<file path="src/common/aer_defs.svh">
// register offsets, field layout, reset values and implemented-bit masks of the error bank
`ifndef AER_DEFS_SVH
`define AER_DEFS_SVH

// byte addresses within configuration space
`define AER_OFS_HEADER 12'h100
`define AER_OFS_UNC_FLAGS 12'h104
`define AER_OFS_UNC_MASKS 12'h108
`define AER_OFS_UNC_SEVS 12'h10c
`define AER_OFS_COR_FLAGS 12'h110
`define AER_OFS_COR_MASKS 12'h114

// first dword fields
`define AER_CAP_ID_LSB 0
`define AER_CAP_ID_VAL 16'h0001
`define AER_VERSION_LSB 16
`define AER_VERSION_VAL 4'h1
`define AER_NEXT_PTR_LSB 20
`define AER_NEXT_PTR_VAL 12'h150

// implemented bits; everything else reads zero and ignores writes
`define AER_UNC_IMPL 32'h001f_f011
`define AER_COR_IMPL 32'h0000_31c1

// reset values
`define AER_UNC_FLAGS_RST 32'h0000_0000
`define AER_UNC_MASKS_RST 32'h0000_0000
`define AER_UNC_SEVS_RST 32'h0006_2011
`define AER_COR_FLAGS_RST 32'h0000_0000
`define AER_COR_MASKS_RST 32'h0000_2000

`endif

</file>
<file path="src/common/aer_pkg.sv">
// types and shared decode helpers for the error register bank
`include "aer_defs.svh"
package aer_pkg;
  typedef enum logic [2:0] {
    SEL_HEADER = 3'b000,
    SEL_UNC_FLAGS = 3'b001,
    SEL_UNC_MASKS = 3'b010,
    SEL_UNC_SEVS = 3'b011,
    SEL_COR_FLAGS = 3'b100,
    SEL_COR_MASKS = 3'b101,
    SEL_NONE = 3'b110
  } reg_sel_e;

  typedef enum logic [0:0] {
    ST_IDLE = 1'b0,
    ST_ACK = 1'b1
  } apb_state_e;

  function automatic reg_sel_e reg_decode(input logic [11:0] addr);
    case (addr)
      `AER_OFS_HEADER: reg_decode = SEL_HEADER;
      `AER_OFS_UNC_FLAGS: reg_decode = SEL_UNC_FLAGS;
      `AER_OFS_UNC_MASKS: reg_decode = SEL_UNC_MASKS;
      `AER_OFS_UNC_SEVS: reg_decode = SEL_UNC_SEVS;
      `AER_OFS_COR_FLAGS: reg_decode = SEL_COR_FLAGS;
      `AER_OFS_COR_MASKS: reg_decode = SEL_COR_MASKS;
      default: reg_decode = SEL_NONE;
    endcase
  endfunction : reg_decode
endpackage : aer_pkg

</file>
<file path="src/common/aer_bus_if.sv">
// decoded register access passed from the bus slave to the register bank
`timescale 1ns/1ps
interface aer_bus_if;
  logic wr_stb;
  logic [11:0] addr;
  logic [31:0] wdata;
  logic [3:0] strb;
  logic [31:0] rdata;
  logic rd_err;

  modport slave (
    output wr_stb, addr, wdata, strb,
    input rdata, rd_err
  );
  modport bank (
    input wr_stb, addr, wdata, strb,
    output rdata, rd_err
  );
endinterface : aer_bus_if

</file>
<file path="src/rtl/aer_sticky_word.sv">
// one 32-bit sticky word, either read-write or write-one-to-clear with hardware set
`timescale 1ns/1ps
module aer_sticky_word #(
  parameter logic [31:0] IMPL = 32'hffff_ffff,
  parameter logic [31:0] RST_VAL = 32'h0000_0000,
  parameter bit W1C = 1'b0
) (
  input wire logic clk_i,
  input wire logic por_b_i,
  input wire logic [31:0] set_i,
  input wire logic wr_i,
  input wire logic [31:0] wdata_i,
  input wire logic [31:0] wmask_i,
  output logic [31:0] q_o
);
  logic [31:0] next_q;
  logic [31:0] hit;

  always_comb begin
    hit = wr_i ? (wdata_i & wmask_i) : 32'h0000_0000;
    if (W1C) begin
      // set after clear, so an event in the clearing cycle survives
      next_q = ((q_o & ~hit) | set_i) & IMPL;
    end else begin
      next_q = ((q_o & ~(wr_i ? wmask_i : 32'h0000_0000)) | hit) & IMPL;
    end
  end

  // only power-on reset reaches this word
  always_ff @(posedge clk_i or negedge por_b_i) begin
    if (!por_b_i) begin
      q_o <= RST_VAL;
    end else begin
      q_o <= next_q;
    end
  end
endmodule : aer_sticky_word

</file>
<file path="src/rtl/aer_apb_slave.sv">
// apb slave front end: one registered answer per transfer, no wait states in access
`timescale 1ns/1ps
module aer_apb_slave
  import aer_pkg::*;
(
  input wire logic clk_i,
  input wire logic rst_b_i,
  input wire logic warm_rst_i,
  input wire logic psel_i,
  input wire logic penable_i,
  input wire logic pwrite_i,
  input wire logic [11:0] paddr_i,
  input wire logic [31:0] pwdata_i,
  input wire logic [3:0] pstrb_i,
  output logic [31:0] prdata_o,
  output logic pready_o,
  output logic pslverr_o,
  aer_bus_if.slave bus
);
  apb_state_e state, next_state;
  logic [31:0] next_prdata;
  logic next_pready;
  logic next_pslverr;

  assign bus.addr = paddr_i;
  assign bus.wdata = pwdata_i;
  assign bus.strb = pstrb_i;
  // the write lands at the one edge where the master samples pready high
  assign bus.wr_stb = (state == ST_ACK) & psel_i & penable_i & pwrite_i & ~bus.rd_err;

  always_comb begin
    next_state = state;
    next_prdata = prdata_o;
    next_pready = 1'b0;
    next_pslverr = 1'b0;
    unique case (state)
      ST_IDLE: begin
        if (psel_i && !penable_i) begin
          next_state = ST_ACK;
          next_pready = 1'b1;
          next_pslverr = bus.rd_err;
          next_prdata = (pwrite_i || bus.rd_err) ? 32'h0000_0000 : bus.rdata;
        end
      end
      ST_ACK: begin
        next_state = ST_IDLE;
      end
    endcase
    if (warm_rst_i) begin
      next_state = ST_IDLE;
      next_pready = 1'b0;
      next_pslverr = 1'b0;
    end
  end

  always_ff @(posedge clk_i or negedge rst_b_i) begin
    if (!rst_b_i) begin
      state <= ST_IDLE;
      prdata_o <= 32'h0000_0000;
      pready_o <= 1'b0;
      pslverr_o <= 1'b0;
    end else begin
      state <= next_state;
      prdata_o <= next_prdata;
      pready_o <= next_pready;
      pslverr_o <= next_pslverr;
    end
  end
endmodule : aer_apb_slave

</file>
<file path="src/rtl/aer_error_register_bank.sv">
// error reporting capability register bank with apb access and error reporting outputs
//
// Behaviour
// - the first dword reads a fixed capability identifier of 0001h in bits 15:0.
// - bits 19:16 of the first dword read a fixed version of 1h and ignore writes.
// - bits 31:20 of the first dword read a fixed next pointer of 150h.
// - uncorrectable flags at 104h bits 0, 4, 12..20 are sticky, write-one-clear, reset 0.
// - uncorrectable masks at 108h hold one sticky read-write bit per flag, reset 0.
// - uncorrectable severities at 10Ch reset to 1 in bits 0, 4, 13, 17, 18, else 0.
// - correctable flags at 110h bits 0, 6, 7, 8, 12, 13 are sticky, write-one-clear.
// - correctable masks at 114h hold one sticky read-write bit per correctable flag.
// - correctable_error_masks bit 13 for advisory non-fatal errors resets to 1.
`timescale 1ns/1ps
`include "aer_defs.svh"
module aer_error_register_bank
  import aer_pkg::*;
(
  input wire logic SYS_CLK_I,
  input wire logic RST_B_I,
  input wire logic WARM_RST_I,
  input wire logic PSEL_I,
  input wire logic PENABLE_I,
  input wire logic PWRITE_I,
  input wire logic [11:0] PADDR_I,
  input wire logic [31:0] PWDATA_I,
  input wire logic [3:0] PSTRB_I,
  output logic [31:0] PRDATA_O,
  output logic PREADY_O,
  output logic PSLVERR_O,
  input wire logic [31:0] UNC_ERR_I,
  input wire logic [31:0] COR_ERR_I,
  output logic FATAL_MSG_O,
  output logic NONFATAL_MSG_O,
  output logic COR_MSG_O,
  output logic UNC_PENDING_O,
  output logic COR_PENDING_O
);

  // ----------------------------------------------------------------
  // local helpers
  // ----------------------------------------------------------------
  function automatic logic [31:0] lane_mask(input logic [3:0] strb);
    logic [31:0] m;
    m = 32'h0000_0000;
    for (int i = 0; i < 4; i++) begin
      m[i*8 +: 8] = {8{strb[i]}};
    end
    return m;
  endfunction : lane_mask

  // ----------------------------------------------------------------
  // bus front end
  // ----------------------------------------------------------------
  aer_bus_if bus ();

  aer_apb_slave u_apb (
    .clk_i(SYS_CLK_I),
    .rst_b_i(RST_B_I),
    .warm_rst_i(WARM_RST_I),
    .psel_i(PSEL_I),
    .penable_i(PENABLE_I),
    .pwrite_i(PWRITE_I),
    .paddr_i(PADDR_I),
    .pwdata_i(PWDATA_I),
    .pstrb_i(PSTRB_I),
    .prdata_o(PRDATA_O),
    .pready_o(PREADY_O),
    .pslverr_o(PSLVERR_O),
    .bus(bus.slave)
  );

  // ----------------------------------------------------------------
  // write decode
  // ----------------------------------------------------------------
  reg_sel_e wr_sel;
  logic [31:0] wmask;
  logic wr_unc_flags;
  logic wr_unc_masks;
  logic wr_unc_sevs;
  logic wr_cor_flags;
  logic wr_cor_masks;

  assign wr_sel = reg_decode(bus.addr);
  assign wmask = lane_mask(bus.strb);
  assign wr_unc_flags = bus.wr_stb & (wr_sel == SEL_UNC_FLAGS);
  assign wr_unc_masks = bus.wr_stb & (wr_sel == SEL_UNC_MASKS);
  assign wr_unc_sevs = bus.wr_stb & (wr_sel == SEL_UNC_SEVS);
  assign wr_cor_flags = bus.wr_stb & (wr_sel == SEL_COR_FLAGS);
  assign wr_cor_masks = bus.wr_stb & (wr_sel == SEL_COR_MASKS);

  // ----------------------------------------------------------------
  // error events
  // ----------------------------------------------------------------
  // detectors run on this clock, so no synchroniser; unused bits are dropped here
  logic [31:0] unc_evt;
  logic [31:0] cor_evt;

  assign unc_evt = UNC_ERR_I & `AER_UNC_IMPL;
  assign cor_evt = COR_ERR_I & `AER_COR_IMPL;

  // ----------------------------------------------------------------
  // sticky registers
  // ----------------------------------------------------------------
  // tied to the power-on reset only; warm reset leaves them alone
  logic [31:0] unc_flags;
  logic [31:0] unc_masks;
  logic [31:0] unc_sevs;
  logic [31:0] cor_flags;
  logic [31:0] cor_masks;

  aer_sticky_word #(
    .IMPL(`AER_UNC_IMPL),
    .RST_VAL(`AER_UNC_FLAGS_RST),
    .W1C(1'b1)
  ) u_unc_flags (
    .clk_i(SYS_CLK_I),
    .por_b_i(RST_B_I),
    .set_i(unc_evt),
    .wr_i(wr_unc_flags),
    .wdata_i(bus.wdata),
    .wmask_i(wmask),
    .q_o(unc_flags)
  );

  aer_sticky_word #(
    .IMPL(`AER_UNC_IMPL),
    .RST_VAL(`AER_UNC_MASKS_RST),
    .W1C(1'b0)
  ) u_unc_masks (
    .clk_i(SYS_CLK_I),
    .por_b_i(RST_B_I),
    .set_i(32'h0000_0000),
    .wr_i(wr_unc_masks),
    .wdata_i(bus.wdata),
    .wmask_i(wmask),
    .q_o(unc_masks)
  );

  aer_sticky_word #(
    .IMPL(`AER_UNC_IMPL),
    .RST_VAL(`AER_UNC_SEVS_RST),
    .W1C(1'b0)
  ) u_unc_sevs (
    .clk_i(SYS_CLK_I),
    .por_b_i(RST_B_I),
    .set_i(32'h0000_0000),
    .wr_i(wr_unc_sevs),
    .wdata_i(bus.wdata),
    .wmask_i(wmask),
    .q_o(unc_sevs)
  );

  aer_sticky_word #(
    .IMPL(`AER_COR_IMPL),
    .RST_VAL(`AER_COR_FLAGS_RST),
    .W1C(1'b1)
  ) u_cor_flags (
    .clk_i(SYS_CLK_I),
    .por_b_i(RST_B_I),
    .set_i(cor_evt),
    .wr_i(wr_cor_flags),
    .wdata_i(bus.wdata),
    .wmask_i(wmask),
    .q_o(cor_flags)
  );

  aer_sticky_word #(
    .IMPL(`AER_COR_IMPL),
    .RST_VAL(`AER_COR_MASKS_RST),
    .W1C(1'b0)
  ) u_cor_masks (
    .clk_i(SYS_CLK_I),
    .por_b_i(RST_B_I),
    .set_i(32'h0000_0000),
    .wr_i(wr_cor_masks),
    .wdata_i(bus.wdata),
    .wmask_i(wmask),
    .q_o(cor_masks)
  );

  // ----------------------------------------------------------------
  // read mux
  // ----------------------------------------------------------------
  reg_sel_e rd_sel;
  logic [31:0] header_word;

  assign rd_sel = reg_decode(bus.addr);

  always_comb begin
    header_word = 32'h0000_0000;
    header_word[`AER_CAP_ID_LSB +: 16] = `AER_CAP_ID_VAL;
    header_word[`AER_VERSION_LSB +: 4] = `AER_VERSION_VAL;
    header_word[`AER_NEXT_PTR_LSB +: 12] = `AER_NEXT_PTR_VAL;
  end

  always_comb begin
    bus.rd_err = 1'b0;
    unique case (rd_sel)
      SEL_HEADER: bus.rdata = header_word;
      SEL_UNC_FLAGS: bus.rdata = unc_flags;
      SEL_UNC_MASKS: bus.rdata = unc_masks;
      SEL_UNC_SEVS: bus.rdata = unc_sevs;
      SEL_COR_FLAGS: bus.rdata = cor_flags;
      SEL_COR_MASKS: bus.rdata = cor_masks;
      default: begin
        // outside the map or misaligned: error answer, no effect
        bus.rdata = 32'h0000_0000;
        bus.rd_err = 1'b1;
      end
    endcase
  end

  // ----------------------------------------------------------------
  // error reporting
  // ----------------------------------------------------------------
  // masks gate only the message, never the flag; severity picks the class
  logic [31:0] unc_report;
  logic [31:0] cor_report;
  logic next_fatal;
  logic next_nonfatal;
  logic next_cor;
  logic next_unc_pending;
  logic next_cor_pending;

  always_comb begin
    unc_report = unc_evt & ~unc_masks;
    cor_report = cor_evt & ~cor_masks;
    next_fatal = |(unc_report & unc_sevs);
    next_nonfatal = |(unc_report & ~unc_sevs);
    next_cor = |cor_report;
    next_unc_pending = |unc_flags;
    next_cor_pending = |cor_flags;
    if (WARM_RST_I) begin
      // messages are not sent while the port is held in reset
      next_fatal = 1'b0;
      next_nonfatal = 1'b0;
      next_cor = 1'b0;
    end
  end

  always_ff @(posedge SYS_CLK_I or negedge RST_B_I) begin
    if (!RST_B_I) begin
      FATAL_MSG_O <= 1'b0;
      NONFATAL_MSG_O <= 1'b0;
      COR_MSG_O <= 1'b0;
      UNC_PENDING_O <= 1'b0;
      COR_PENDING_O <= 1'b0;
    end else begin
      FATAL_MSG_O <= next_fatal;
      NONFATAL_MSG_O <= next_nonfatal;
      COR_MSG_O <= next_cor;
      UNC_PENDING_O <= next_unc_pending;
      COR_PENDING_O <= next_cor_pending;
    end
  end

endmodule : aer_error_register_bank

</file>
<file path="config.mk">
export PLATFORM = sky130hd
export DESIGN_NAME = aer_error_register_bank
export DESIGN_NICKNAME = d
export VERILOG_FILES = /design/src/common/aer_pkg.sv /design/src/common/aer_bus_if.sv /design/src/rtl/aer_sticky_word.sv /design/src/rtl/aer_apb_slave.sv /design/src/rtl/aer_error_register_bank.sv
export VERILOG_INCLUDE_DIRS = /design/src /design/src/common
export SDC_FILE = /design/constraint.sdc
export NUM_CORES = 1
export LEC_CHECK = 0
export BUFFER_PORTS_ARGS = -buffer_cell sky130_fd_sc_hd__clkbuf_2
export CAP_MARGIN = 25
export CORE_AREA = 5 5 96 98
export DETAILED_ROUTE_END_ITERATION = 16
export DIE_AREA = 0 0 101 103
export PLACE_DENSITY = 0.75
export SETUP_SLACK_MARGIN = 0.15
export SYNTH_ARGS = -nofsm -noshare
export SYNTH_HDL_FRONTEND = slang
export SYNTH_SLANG_ARGS = --single-unit
</file>
<file path="constraint.sdc">
create_clock -name SYS_CLK_I -period 2 [get_ports SYS_CLK_I]
set_clock_uncertainty 0.15 [all_clocks]
set_input_delay 0.3 -clock SYS_CLK_I [delete_from_list [all_inputs] [get_ports SYS_CLK_I]]
set_output_delay 0.3 -clock SYS_CLK_I [all_outputs]
set_load 0.02 [all_outputs]
</file>
# Word-level counts from Yosys, hierarchy flattened
# Index checks and enable logic that the tools add are counted.
dict set report word_totals {
  reg_bits 85
  latchBits 0
  ram_bits 0
  rom_bits 0
  inputBits 118
  output_inout_bits 39
  mem_count 0
}
dict set report op_classes {
  n_addsub 0
  mul 0
  div 0
  magnitude_cmp 0
  eq_ne 11
  n_shift 0
  n_mux 23
  bitwise_logic 33
  n_reduce_logical 11
}
# cell count
set ops {}
lappend ops {{case mux 29 bit (6 select lines)} 1}
lappend ops {{2-to-1 mux 21 bit} 5}
lappend ops {{OR reduction 32 bit} 3}
lappend ops {{AND 21 bit} 4}
lappend ops {{equality test 12 x 9 -> 1 bit, second input constant} 6}
lappend ops {{inverter 21 -> 32 bit} 2}
lappend ops {{inverter 21 bit} 3}
lappend ops {{OR 21 bit} 3}
lappend ops {{2-to-1 mux 14 bit} 3}
lappend ops {{AND 14 x 32 -> 32 bit} 1}
lappend ops {{AND 21 x 32 -> 32 bit} 1}
lappend ops {{AND 32 x 21 -> 32 bit} 1}
lappend ops {{AND 32 bit} 1}
lappend ops {{inverter 14 -> 32 bit} 1}
lappend ops {{2-to-1 mux 29 bit} 1}
lappend ops {{AND 14 bit} 2}
lappend ops {{inverter 14 bit} 2}
lappend ops {{OR 14 bit} 2}
lappend ops {{case mux 3 bit (6 select lines)} 1}
lappend ops {{OR reduction 6 bit} 2}
lappend ops {{2-to-1 mux 1 bit} 11}
lappend ops {{OR reduction 11 bit} 1}
lappend ops {{AND 1 bit} 9}
lappend ops {{equality test 3 x 2 -> 1 bit, second input constant} 2}
lappend ops {{other kinds (9)} 10}

# Logic depth before layout (Yosys ltp)
# Gate-level depths: netlist of the first run.
dict set report logic_depth {
  ltp_word 10
  depth_mapped 11
  mapped_depth_nobuf 10
}

# Cells and area by module
# From an unflattened synthesis of the first run, not the netlist that was laid out.
dict set report unflattened {
  cells_unflattened 722
  hier_area_um2 6991.7
}
# module instances cells_each area_per_inst_um2 seq_area_each_um2
set by_module_without_submodules {}
lappend by_module_without_submodules {aer_error_register_bank 1 301 2279.7 125.1}
lappend by_module_without_submodules {aer_apb_slave 1 163 1931.9 850.8}
lappend by_module_without_submodules {{aer_sticky_word at u_unc_sevs} 1 56 656.9 281.5}
lappend by_module_without_submodules {{aer_sticky_word at u_unc_masks} 1 56 650.6 275.3}
lappend by_module_without_submodules {{aer_sticky_word at u_unc_flags} 1 56 585.6 275.3}
lappend by_module_without_submodules {{aer_sticky_word at u_cor_masks} 1 45 462.9 151.4}
lappend by_module_without_submodules {{aer_sticky_word at u_cor_flags} 1 45 424.2 150.1}

# Least setup slack after synthesis of the first run
# Ideal clock, no wire load.
dict set report synth_timing {
  path_kind {in2reg}
  start {input port PADDR_I[10]}
  end {register u_unc_sevs.q_o[16]}
  setup_ps 125
  t_arrival_ps 2664
  required_ps 1725
  slack_ps -939
  cell_stages 9
  path_cell_list {nor4_2 nand3_1 clkbuf_1 or2_2 ha_1 nor2_1 nand2_1 nor3_1 mux2_2}
}
dict set report synth_via {
  elab_chain_cells 10
}
# element line
set synth_lines {}
lappend synth_lines {{from (decl)} aer_error_register_bank.sv:24} ;# input wire logic [11:0] PADDR_I,
lappend synth_lines {{equality test 12 x 9 -> 1 bit} aer_pkg.sv:20} ;# case (addr)
lappend synth_lines {{case mux 3 bit (6 select lines) *} aer_pkg.sv:20}
lappend synth_lines {{equality test 3 x 1 -> 1 bit, or another cell as far along} aer_error_register_bank.sv:198} ;# unique case (rd_sel)
lappend synth_lines {{OR reduction 6 bit (no line)} --}
lappend synth_lines {{AND 1 bit} aer_apb_slave.sv:29} ;# assign bus.wr_stb = (state == ST_ACK) & psel_i & penable_i & pwrite_i & ~bus.rd_err;
lappend synth_lines {{AND 1 bit *} aer_error_register_bank.sv:87} ;# assign wr_unc_sevs = bus.wr_stb & (wr_sel == SEL_UNC_SEVS);
lappend synth_lines {{2-to-1 mux 21 bit} aer_sticky_word.sv:25} ;# next_q = ((q_o & ~(wr_i ? wmask_i : 32'h0000_0000)) | hit) & IMPL;
lappend synth_lines {{inverter 21 bit} aer_sticky_word.sv:25}
lappend synth_lines {{AND 21 bit} aer_sticky_word.sv:25}
lappend synth_lines {{OR 21 bit *} aer_sticky_word.sv:25}
lappend synth_lines {{named net u_unc_sevs.next_q[16]} aer_sticky_word.sv:16} ;# logic [31:0] next_q;
lappend synth_lines {{to (signal assigned)} aer_sticky_word.sv:34} ;# q_o <= next_q;
lappend synth_lines {{to (decl)} aer_sticky_word.sv:14} ;# output logic [31:0] q_o
# Mark *: on every way through the listed nets, which the timed path passes. The rest lies on a longest branch.
# A chain may end at the register's enable or synchronous reset.

# Worst setup path after layout of the first run
dict set report layout_timing {
  start {input port PADDR_I[0]}
  end {register u_apb.prdata_o[13]}
}
dict set report layout_via {
  elab_chain_cells 7
}
# element line
set layout_lines {}
lappend layout_lines {{equality test 12 x 9 -> 1 bit} aer_pkg.sv:20}
lappend layout_lines {{case mux 3 bit (6 select lines) *} aer_pkg.sv:20}
lappend layout_lines {{equality test 3 x 1 -> 1 bit, or another cell as far along} aer_error_register_bank.sv:198}
lappend layout_lines {{OR reduction 6 bit (no line)} --}
lappend layout_lines {{2-to-1 mux 1 bit} aer_error_register_bank.sv:198}
lappend layout_lines {{logical OR 1 bit} aer_apb_slave.sv:42} ;# next_prdata = (pwrite_i || bus.rd_err) ? 32'h0000_0000 : bus.rdata;
lappend layout_lines {{2-to-1 mux 29 bit *} aer_apb_slave.sv:42}
lappend layout_lines {{to (signal assigned)} aer_apb_slave.sv:64} ;# prdata_o <= next_prdata;
lappend layout_lines {{to (decl)} aer_apb_slave.sv:15} ;# output logic [31:0] prdata_o,
# Mark *: on every way between the ends. The rest lies on a longest branch, timed or not.

==> reports/metrics.cfg, run 1 <==
[outcome]
outcome=complete, but fails checks
violations=setup timing

[clocking]
cts.sinks=67
clock_latency_ns=0.35
tritoncts=built
cts_buffers=9
clkSlewWorstSetupHoldPaths_ns=0.08
clockBufferDepth=2
cts_root_buffer=sky130_fd_sc_hd__clkbuf_8
htreeDepth=3

[floorplan]
floorplan.rows=34
die_height_um=103
start_util_pct=40.8
die-width_um=101
design.portCount=157
core_region_area_um2=8380
total_die_area_um2=10400

[timing]
grt_setup_unrepaired=true
finalSetupViolations=38
fin_crit_sh_pct=107
timing.max_slew.rel_slack_pct=66.2
tightest_slew_ns=0.502
setup_ws_ns=-0.133
totalNegativeSetupSlack_ns=-2.12
layout_min_cycle_time_ns=2.13
fmaxAchievable_mhz=469
maxSlewViolCount=0
finalHoldViolations=0

[flow_run]
maxCapViolCount=0

[finish]
final_cells=558
mostFrequentLayoutCells=sky130_fd_sc_hd__clkbuf_2, sky130_fd_sc_hd__dfrtp_1, sky130_fd_sc_hd__buf_4, sky130_fd_sc_hd__nand2_1, sky130_fd_sc_hd__mux2_4
final_layout_size_suffix_gt1_share_pct=46.2
layout.cells.most_common=sky130_fd_sc_hd__clkbuf_2
nets=564
layout-area-overhead-vs-synth_pct=39.0
multi_input_area_um2=1950
register_area_um2=1680
num_antenna_cells=0
nFillCells=687

[min_path]
worstHoldPathType=in2reg

[pwr]
cell_leakage_power_uw=0.00223
finalPower_uw=2740
pwr_density_cell_nw_per_um2=576
power.ir.vdd_worst_v=0.000319

[global_routing]
grt_pass1_wl_mm=15.3
grt.overflow.total=0
antenna_found_initial=0
global_route_usage_over_all_layers_pct=19.1
grt_start_max_net_pins=68
vias_in_the_first_global_route=3080

[critical_path]
cp.arrival_ns=2.25
timing.critical_path.fanout_max=4
data_required_time_of_the_worst_path_ns=2.11
crit_path_start_kind=input pin
worstSetupPathType=in2reg
timing.critical_path.to_type=flop

[detailed_routing]
drt_wl_total_mm=9.98
detail-route-antenna-nets=0
initialDrtViolationCount=211
drc=0
via_count=2997
avgRoutedWirePerCell_um=17.9
firstDrtPassIters=4
via_per_inst=5.37

[logic_synthesis]
synth.distinct_cells=45
syn_inst=329
synth.avg_cell_area_um2=10.4
synthFlopType=sky130_fd_sc_hd__dfrtp_1
synth_area_um2=3420
yosys_warnings=0
yosysSeqAreaShare_pct=49.2
synth_async_sr_flop_share_pct=100
yosys_register_bits=67
synth_enable_flop_cells=0

[place]
dpl.cell_count=534
pre_cts_ws_ns=-0.654
detailed_place_hpwl_mm=6.96
place.gp.congestion=0.892
port_buffers=75

==> per-stage QoR <==
stage	area (µm²)	util (%)	hold WS (ns)
floorplan	3580	-	-0.146
global placement	4180	49.9	0.197
detailed placement	4180	49.9	0.200
CTS	4570	54.5	0.00355
global route	4750	56.7	0.00344
finish	4750	56.7	0.0109
==> where the power goes <==
part	internal [µW]	total [µW]	switching, µW
Sequential	1360	1360	1.19
Clock	586	1140	551
Combinational	88.3	243	154
==> per-layer routing <==
layer | up-vias | track usage (%) | part of all wire (%)
met4 | 0 | 6.85 | 1.9
met2 | 98 | 32.2 | 50
li1 | 1394 | - | -
met1 | 1489 | 24.1 | 42
met5 | - | 0 | 0
met3 | 16 | 4.60 | 6.0
==> repair_timing <==
item	4_1_cts	5_1_grt
hold buffers	1	1
gates resized for setup	44	38
gates cloned	0	0
endpoints found under the setup margin	48	57
endpoints found under the hold margin	61	1
setup buffers	3	3
pin swaps	12	14
==> worst max-delay path: stages <==
cell and delay (ns):
sky130_fd_sc_hd__buf_6 0.10, sky130_fd_sc_hd__nor4_4 0.34, sky130_fd_sc_hd__nand3_4 0.12, sky130_fd_sc_hd__or2_4 0.26, sky130_fd_sc_hd__ha_4 0.20, sky130_fd_sc_hd__inv_4 0.08, sky130_fd_sc_hd__nand2_2 0.06, sky130_fd_sc_hd__or4_4 0.46
sky130_fd_sc_hd__or2_1 0.25, sky130_fd_sc_hd__o211ai_1 0.07
==> cell families (layout without fill, tap and decap cells) <==
| logic type | count (synthesis) | after routing | share of synthesized area [%] |
|---|---|---|---|
| AND/OR/NAND/NOR | 126 | 126 | 20.3 |
| flip-flops | 67 | 67 | 49.2 |
| AO/OA/AOI/OAI | 62 | 62 | 12.1 |
| multiplexers | 38 | 38 | 12.1 |
| buffers and inverters | 34 | 141 | 5.85 |
| adder cells (fa/ha/maj) | 1 | 1 | 0.366 |
| other | 1 | 15 | 0.110 |
==> Yosys cell counts, types with 2 or more instances <==
| master | instances | area share, % |
|---|---|---|
| sky130_fd_sc_hd__a21o_1 | 18 | 4.0 |
| sky130_fd_sc_hd__a21oi_1 | 6 | 0.88 |
| sky130_fd_sc_hd__a22oi_1 | 9 | 2.0 |
| sky130_fd_sc_hd__a31oi_1 | 3 | 0.55 |
| sky130_fd_sc_hd__buf_4 | 17 | 3.7 |
| sky130_fd_sc_hd__clkbuf_1 | 6 | 0.66 |
| sky130_fd_sc_hd__dfrtp_1 | 61 | 45 |
| sky130_fd_sc_hd__dfstp_2 | 6 | 4.6 |
| sky130_fd_sc_hd__inv_1 | 9 | 0.99 |
| sky130_fd_sc_hd__mux2_2 | 26 | 8.6 |
| sky130_fd_sc_hd__mux2i_1 | 12 | 3.5 |
| sky130_fd_sc_hd__nand2_1 | 39 | 4.3 |
| sky130_fd_sc_hd__nand2b_1 | 5 | 0.91 |
| sky130_fd_sc_hd__nand3_1 | 4 | 0.59 |
| sky130_fd_sc_hd__nand3b_1 | 12 | 2.6 |
| sky130_fd_sc_hd__nand4_1 | 4 | 0.73 |
| sky130_fd_sc_hd__nor2_1 | 14 | 1.5 |
| sky130_fd_sc_hd__nor2b_1 | 3 | 0.55 |
| sky130_fd_sc_hd__nor3_1 | 10 | 1.5 |
| sky130_fd_sc_hd__nor3b_1 | 12 | 2.6 |
| sky130_fd_sc_hd__nor4_1 | 10 | 1.8 |
| sky130_fd_sc_hd__o211ai_1 | 3 | 0.66 |
| sky130_fd_sc_hd__o21ai_0 | 15 | 2.2 |
| sky130_fd_sc_hd__o22ai_1 | 2 | 0.37 |
| sky130_fd_sc_hd__or2_1 | 2 | 0.37 |
| sky130_fd_sc_hd__or2_2 | 2 | 0.37 |
==> worst paths after layout <==
| kind | startpoint | endpoint | slack, ns | cells past startpoint |
|---|---|---|---|---|
| worst max-delay path | PADDR_I[0] | u_apb.prdata_o[13] | -0.13 | 10 |
| worst min-delay path | COR_ERR_I[6] | u_cor_flags.q_o[6] | 0.01 | 2 |
| worst max register to register | u_apb.pready_o | u_apb.prdata_o[13] | -0.10 | 5 |
| worst min register to register | u_apb.prdata_o[16] | u_apb.prdata_o[16] | 0.35 | 2 |
| max in group asynchronous | RST_B_I | u_unc_sevs.q_o[0] | 1.01 | 3 |
| min in group asynchronous | RST_B_I | COR_MSG_O | 0.36 | 3 |
==> state kept, by name, indices dropped and copies added, names as in the netlist <==
name and cells:
u_apb.prdata_o 15, u_unc_flags.q_o 11, u_unc_masks.q_o 11, u_unc_sevs.q_o 11, u_cor_flags.q_o 6, u_cor_masks.q_o 6, COR_MSG_O 1, COR_PENDING_O 1
FATAL_MSG_O 1, NONFATAL_MSG_O 1, UNC_PENDING_O 1, u_apb.pready_o 1, u_apb.pslverr_o 1
==> layout make-up <==
class	instances	share of cell area, %
repair buffers	116	15.7
well taps	108	2.84
inverters	9	0.763
multi-input cells	242	41.1
clock buffers	9	2.61
flip-flops and latches	67	35.4
clock inverters	7	1.58
Power figures use the tool's default switching activity.
==> inputs of run 2 (changes only) <==
--- a/config.mk
+++ b/config.mk
@@ -8,11 +8,12 @@
 export LEC_CHECK = 0
 export BUFFER_PORTS_ARGS = -buffer_cell sky130_fd_sc_hd__clkbuf_2
 export CAP_MARGIN = 25
-export CORE_AREA = 5 5 96 98
+export CORE_AREA = 5 5 125 127
 export DETAILED_ROUTE_END_ITERATION = 16
-export DIE_AREA = 0 0 101 103
-export PLACE_DENSITY = 0.75
+export DIE_AREA = 0 0 130 132
+export PLACE_DENSITY = 0.76
 export SETUP_SLACK_MARGIN = 0.15
 export SYNTH_ARGS = -nofsm -noshare
 export SYNTH_HDL_FRONTEND = slang
+export SYNTH_HIERARCHICAL = 1
 export SYNTH_SLANG_ARGS = --single-unit
==> reports/metrics.cfg, run 2 <==
[clocking]
clock_latency_ns=0.35  ; about the same
clockBufferDepth=2  ; unchanged
tritoncts=built
cts_root_buffer=sky130_fd_sc_hd__clkbuf_16
cts_buffers=9  ; unchanged
htreeDepth=3  ; unchanged
clkSlewWorstSetupHoldPaths_ns=0.07  ; about the same
cts.sinks=84  ; +25%

[detailed_routing]
drt_wl_total_mm=15.8  ; +59%
firstDrtPassIters=4  ; unchanged
via_count=5005  ; +67%
initialDrtViolationCount=213  ; +0.95%
drc=0  ; unchanged
avgRoutedWirePerCell_um=16.2  ; -9.7%
detail-route-antenna-nets=0  ; unchanged
via_per_inst=5.11  ; -4.9%

[global_routing]
grt_start_max_net_pins=44  ; -35%
grt_pass1_wl_mm=25.7  ; +67%
global_route_usage_over_all_layers_pct=18.8  ; -0.33 points
antenna_found_initial=0  ; unchanged
vias_in_the_first_global_route=4970  ; +61%
grt.overflow.total=0  ; unchanged

[pwr]
cell_leakage_power_uw=0.00355  ; +59%
pwr_density_cell_nw_per_um2=510  ; -11%
power.ir.vdd_worst_v=0.000454  ; +42%

[critical_path]
critical_path.cell_chain=buf_6 -> nor4_4 -> buf_4 -> and3b_2 -> nand2_2 -> ha_4 -> a21boi_4 -> nand3b_1 -> nor2_2 -> nand4b_1 -> nor2_4 -> nand2_2 -> mux2_4
timing.critical_path.to_type=flop
cp.arrival_ns=2.66  ; +0.41 ns
timing.critical_path.fanout_max=6  ; +2
slowest_library_cell_on_the_worst_path=sky130_fd_sc_hd__mux2_4
cpPeakStageDelay_ns=0.31  ; -0.15 ns
crit_path_start_kind=input pin
data_required_time_of_the_worst_path_ns=2.09  ; -0.02 ns
cp_common_cell=sky130_fd_sc_hd__nand2_2
timing.critical_path.max_delay_family=simple AND/OR/NAND/NOR gates
worstSetupPathType=in2reg
cp.buffers_inverters=2  ; unchanged

[finish]
final_layout_size_suffix_gt1_share_pct=39.8  ; -6.4 points
layout-area-overhead-vs-synth_pct=14.4
top_register=u_apb/prdata_o
final_cells=980  ; +76%
nets=910  ; +61%
mostFrequentLayoutCells=sky130_fd_sc_hd__conb_1, sky130_fd_sc_hd__clkbuf_2, sky130_fd_sc_hd__dfrtp_1, sky130_fd_sc_hd__mux2_2, sky130_fd_sc_hd__buf_4
num_antenna_cells=0  ; unchanged
largest_register_ffs=32  ; +17
postLayoutCoreUtil_pct=54.7  ; -2.0 points
layout.cells.most_common=sky130_fd_sc_hd__conb_1
final_area_um2=7830  ; +65%

[floorplan]
total_die_area_um2=17200  ; +65%
core_region_area_um2=14300  ; +71%
start_util_pct=47.8  ; +7.0 points
design.portCount=157  ; unchanged
die_height_um=132  ; +28%
floorplan.rows=44  ; +29%
die-width_um=130  ; +29%

[logic_synthesis]
yosys_warnings=6  ; +6
synth.avg_cell_area_um2=9.75  ; -6.2%
synth_area_um2=6850  ; +100%
syn_inst=702  ; +110%

[place]
pre_cts_ws_ns=-0.960  ; -0.306 ns
detailed_place_hpwl_mm=11.5  ; +65%
port_buffers=90  ; +20%
dpl_cell_area_um2=7100  ; +70%
dpl.cell_count=946  ; +77%
place.gp.congestion=0.881  ; -1.3%

[timing]
grt_setup_unrepaired=true
setup_ws_ns=-0.570  ; -0.436 ns
fin_crit_sh_pct=128  ; +22 points
fmaxAchievable_mhz=389  ; -17%
finalHoldViolations=0  ; unchanged
maxSlewViolCount=0  ; unchanged
hold-worst-slack_ns=0.0110  ; +0.0000809 ns
finalSetupViolations=62  ; +63%
layout_min_cycle_time_ns=2.57  ; +0.436 ns

[min_path]
worstHoldPathType=in2reg

[outcome]
violations=setup timing
outcome=complete, but fails checks

[flow_run]
maxCapViolCount=0  ; unchanged

## run 2: metrics by stage
stage | setup TNS (ns) | total power, µW
after floorplan | -73.58 | 2170
after global placement | -47.43 | 2120
after detailed placement | -49.15 | 2120
after CTS | -23.17 | 4010
after global routing | -35.15 | 4150
final | -28.95 | 4000
## run 2: worst register-to-register path: stages, from the launching register on
cell and delay (ns):
sky130_fd_sc_hd__dfrtp_1 0.39, sky130_fd_sc_hd__nor2b_1 0.13, sky130_fd_sc_hd__o21ai_0 0.14, sky130_fd_sc_hd__a21oi_1 0.08
sky130_fd_sc_hd__a311oi_1 0.25, sky130_fd_sc_hd__a31oi_1 0.14, sky130_fd_sc_hd__nor3b_2 0.18, sky130_fd_sc_hd__mux2_2 0.27
## run 2: final cells by class
type / instances / area, µm²
fillers: 1300 / 6480
multi-input cells: 536 / 4050
flip-flops and latches: 84 / 2110
repair buffers: 155 / 1090
clock buffers: 10 / 239
well taps: 184 / 230
clock inverters: 6 / 95.1
inverters: 5 / 18.8
## run 2: report_power, final
group | internal, µW | total (µW) | switching, µW
combinational | 177 | 424 | 247
sequential | 1700 | 1700 | 1.47
clock | 1140 | 1870 | 726
## run 2: worst paths after layout
check	start	endpoint	slack, ns	depth (start not counted)
worst max-delay path	PADDR_I[0]	u_cor_masks/q_o[12]	-0.57	13
worst min-delay path	UNC_ERR_I[16]	u_unc_flags/q_o[16]	0.01	2
worst max register to register	u_cor_flags/q_o[0]	u_apb/prdata_o[0]	0.15	7
worst min register to register	u_apb/prdata_o[21]	u_apb/prdata_o[21]	0.33	1
max in group asynchronous	RST_B_I	u_cor_masks/q_o[13]	0.83	3
min in group asynchronous	RST_B_I	u_unc_sevs/q_o[16]	0.22	2
## run 2: what timing repair did
item | 4_1_cts | 5_1_grt
hold buffers | 5 | 0
endpoints found under the hold margin | 60 | 0
resized for setup | 39 | 14
setup endpoints to repair | 63 | 63
buffers inserted | 9 | 3
gates cloned | 0 | 1
pin swaps | 20 | 16
## run 2: layer usage
layer	vias to the layer above	track usage [%]	wire length, µm
met1	2394	23.9	6760
li1	2454	-	-
met4	0	6.87	470
met3	26	2.92	728
met5	-	0	0
met2	131	32.1	7870
==> inputs of run 3 (changes only) <==
--- a/config.mk
+++ b/config.mk
@@ -17,3 +17,4 @@
 export SYNTH_HDL_FRONTEND = slang
 export SYNTH_HIERARCHICAL = 1
 export SYNTH_SLANG_ARGS = --single-unit
+export TNS_END_PERCENT = 30
==> reports/metrics.cfg, run 3 (synthesis results as in run 2) <==
[outcome]
outcome=complete, but fails checks
violations=setup timing

[floorplan]
total_die_area_um2=17200  ; unchanged
die_height_um=132  ; unchanged
design.portCount=157  ; unchanged
core_region_area_um2=14300  ; unchanged
die-width_um=130  ; unchanged
floorplan.rows=44  ; unchanged
start_util_pct=47.8  ; unchanged

[finish]
final_layout_size_suffix_gt1_share_pct=38.9  ; -0.91 points
mostFrequentLayoutCells=sky130_fd_sc_hd__conb_1, sky130_fd_sc_hd__clkbuf_2, sky130_fd_sc_hd__dfrtp_1, sky130_fd_sc_hd__mux2_2, sky130_fd_sc_hd__buf_4
top_register=u_apb/prdata_o
nFillCells=1270  ; -2.3%
layout-area-overhead-vs-synth_pct=13.4
final_area_um2=7760  ; -0.85%
nets=903  ; -0.77%
num_antenna_cells=0  ; unchanged
layout.cells.most_common=sky130_fd_sc_hd__conb_1
largest_register_ffs=32  ; unchanged

[global_routing]
grt_start_max_net_pins=50  ; +14%
grt_pass1_wl_mm=26.5  ; +3.4%
antenna_found_initial=0  ; unchanged
grt.overflow.total=0  ; unchanged
vias_in_the_first_global_route=5072  ; +2.1%
global_route_usage_over_all_layers_pct=19.7  ; +0.86 points

[pwr]
power_frac_comb_pct=11.1  ; +0.5 points
cell_leakage_power_uw=0.00347  ; -2.2%
power_report.internal_total_uw=2840  ; -6.1%
netSwitchingFraction_pct=24.6  ; +0.20 points
pwr_density_cell_nw_per_um2=485  ; -5.1%
seq_power_share_pct=45.4  ; +2.7 points
net-switching-power_uw=925  ; -5.1%
power.ir.vdd_worst_v=0.000326  ; -28%
clkPwrFrac_pct=43.5  ; -3.2 points

[timing]
timing.max_slew.rel_slack_pct=58.1
totalNegativeSetupSlack_ns=-25.60  ; +3.35 ns
hold-worst-slack_ns=0.0133  ; +0.00235 ns
finalHoldViolations=0  ; unchanged
layout_min_cycle_time_ns=2.52  ; -0.0480 ns
grt_setup_unrepaired=true
maxSlewViolCount=0  ; unchanged
fin_crit_sh_pct=126  ; -2.4 points
finalSetupViolations=62  ; unchanged
setup_ws_ns=-0.522  ; +0.0480 ns
fmaxAchievable_mhz=397  ; +1.9%
tightest_slew_ns=0.629

[place]
port_buffers=90  ; unchanged
place.gp.congestion=0.860  ; -2.3%
dpl_cell_area_um2=7090  ; -0.18%
detailed_place_hpwl_mm=12.1  ; +5.3%

[clocking]
clock_latency_ns=0.35  ; about the same
htreeDepth=3  ; unchanged
clkSlewWorstSetupHoldPaths_ns=0.06  ; about the same
cts_root_buffer=sky130_fd_sc_hd__clkbuf_16
cts_buffers=9  ; unchanged
cts.sinks=84  ; unchanged
clockBufferDepth=2  ; unchanged
tritoncts=built

[detailed_routing]
drt_wl_total_mm=16.7  ; +5.6%
drc=0  ; unchanged
initialDrtViolationCount=309  ; +45%
avgRoutedWirePerCell_um=17.2  ; +6.4%
via_per_inst=5.21  ; +1.9%
detail-route-antenna-nets=0  ; unchanged
firstDrtPassIters=5  ; +1
via_count=5065  ; +1.2%

[critical_path]
timing.critical_path.to_type=flop
crit_path_start_kind=input pin
data_required_time_of_the_worst_path_ns=2.08  ; about the same
worstSetupPathType=in2reg
timing.critical_path.fanout_max=6  ; unchanged
cp.arrival_ns=2.60  ; -0.06 ns

[min_path]
worstHoldPathType=in2reg

[flow_run]
maxCapViolCount=0  ; unchanged

[run 3: cell types whose count changed in the layout (fill, tap and decap cells not counted), sizes merged]
cell	before	now
bufinv	2	1
clkinvlp	0	1
dlygate4sd3	5	4
clkinv	2	3
buf	61	56
inv	7	5
[run 3: metal layers]
layer | vias to the layer above | GRT usage [%] | share of wire, %
li1 | 2431 | - | -
met1 | 2456 | 25.0 | 42
met2 | 149 | 31.8 | 49
met3 | 29 | 4.70 | 5.6
met4 | 0 | 8.14 | 2.8
met5 | - | 0 | 0
[run 3: worst paths after layout]
check                                   start                   to  depth (start not counted)  slack (ns)
setup / recovery                   PADDR_I[0]   u_cor_masks/q_o[8]                         12       -0.52
hold / removal                  COR_ERR_I[13]  u_cor_flags/q_o[13]                          2        0.01
max in group asynchronous             RST_B_I        UNC_PENDING_O                          3        0.75
min in group asynchronous             RST_B_I   u_apb/prdata_o[12]                          2        0.37
hold reg to reg            u_apb/prdata_o[21]   u_apb/prdata_o[21]                          1        0.34
setup reg to reg           u_cor_flags/q_o[0]    u_apb/prdata_o[0]                          7       -0.05
[run 3: cell type report]
class	count	area (µm²)	share of cell area, %
clock inverter	5	52.6	0.677
timing repair buffer	148	1050	13.5
sequential	84	2110	27.2
clock buffer	11	233	3.00
inverter	5	18.8	0.242
multi-input combinational	536	4070	52.5
tap	184	230	2.97
[run 3: power by group through the flow]
stage               Clock, µW  Sequential (µW)  Combinational, µW
floorplan                   0             1740                428
global placement            0             1740                381
detailed placement          0             1740                383
CTS                      1680             1710                396
global route             1750             1700                464
finish                   1640             1710                419
[run 3: repair_timing]
item                                   CTS  global route
setup buffers                            3             3
resized for setup                       39            22
hold buffers                             4             0
setup endpoints to repair               63            63
endpoints found under the hold margin   44             0
gates cloned                             0             1
pin swaps                               13             6
[run 3: critical path, cell delays in order]
cell and delay, ns:
sky130_fd_sc_hd__buf_6 0.09, sky130_fd_sc_hd__nor4_4 0.31, sky130_fd_sc_hd__nand3b_1 0.16, sky130_fd_sc_hd__or2_4 0.26
sky130_fd_sc_hd__ha_4 0.17, sky130_fd_sc_hd__a21boi_4 0.13, sky130_fd_sc_hd__nand3b_1 0.20, sky130_fd_sc_hd__nor2_4 0.14
sky130_fd_sc_hd__nand4b_1 0.19, sky130_fd_sc_hd__nor2_4 0.21, sky130_fd_sc_hd__nand2_1 0.11, sky130_fd_sc_hd__mux2_4 0.32
[run 3: metrics by stage]
stage	worst slack, ns	total power [µW]	std cells	utilization (%)
after global placement	-0.882	2120	946	49.5
after global routing	-0.603	3920	973	54.2
final	-0.522	3760	973	54.2
after floorplan	-1.38	2170	812	-
after detailed placement	-0.936	2120	946	49.5
after CTS	-0.497	3780	969	53.3
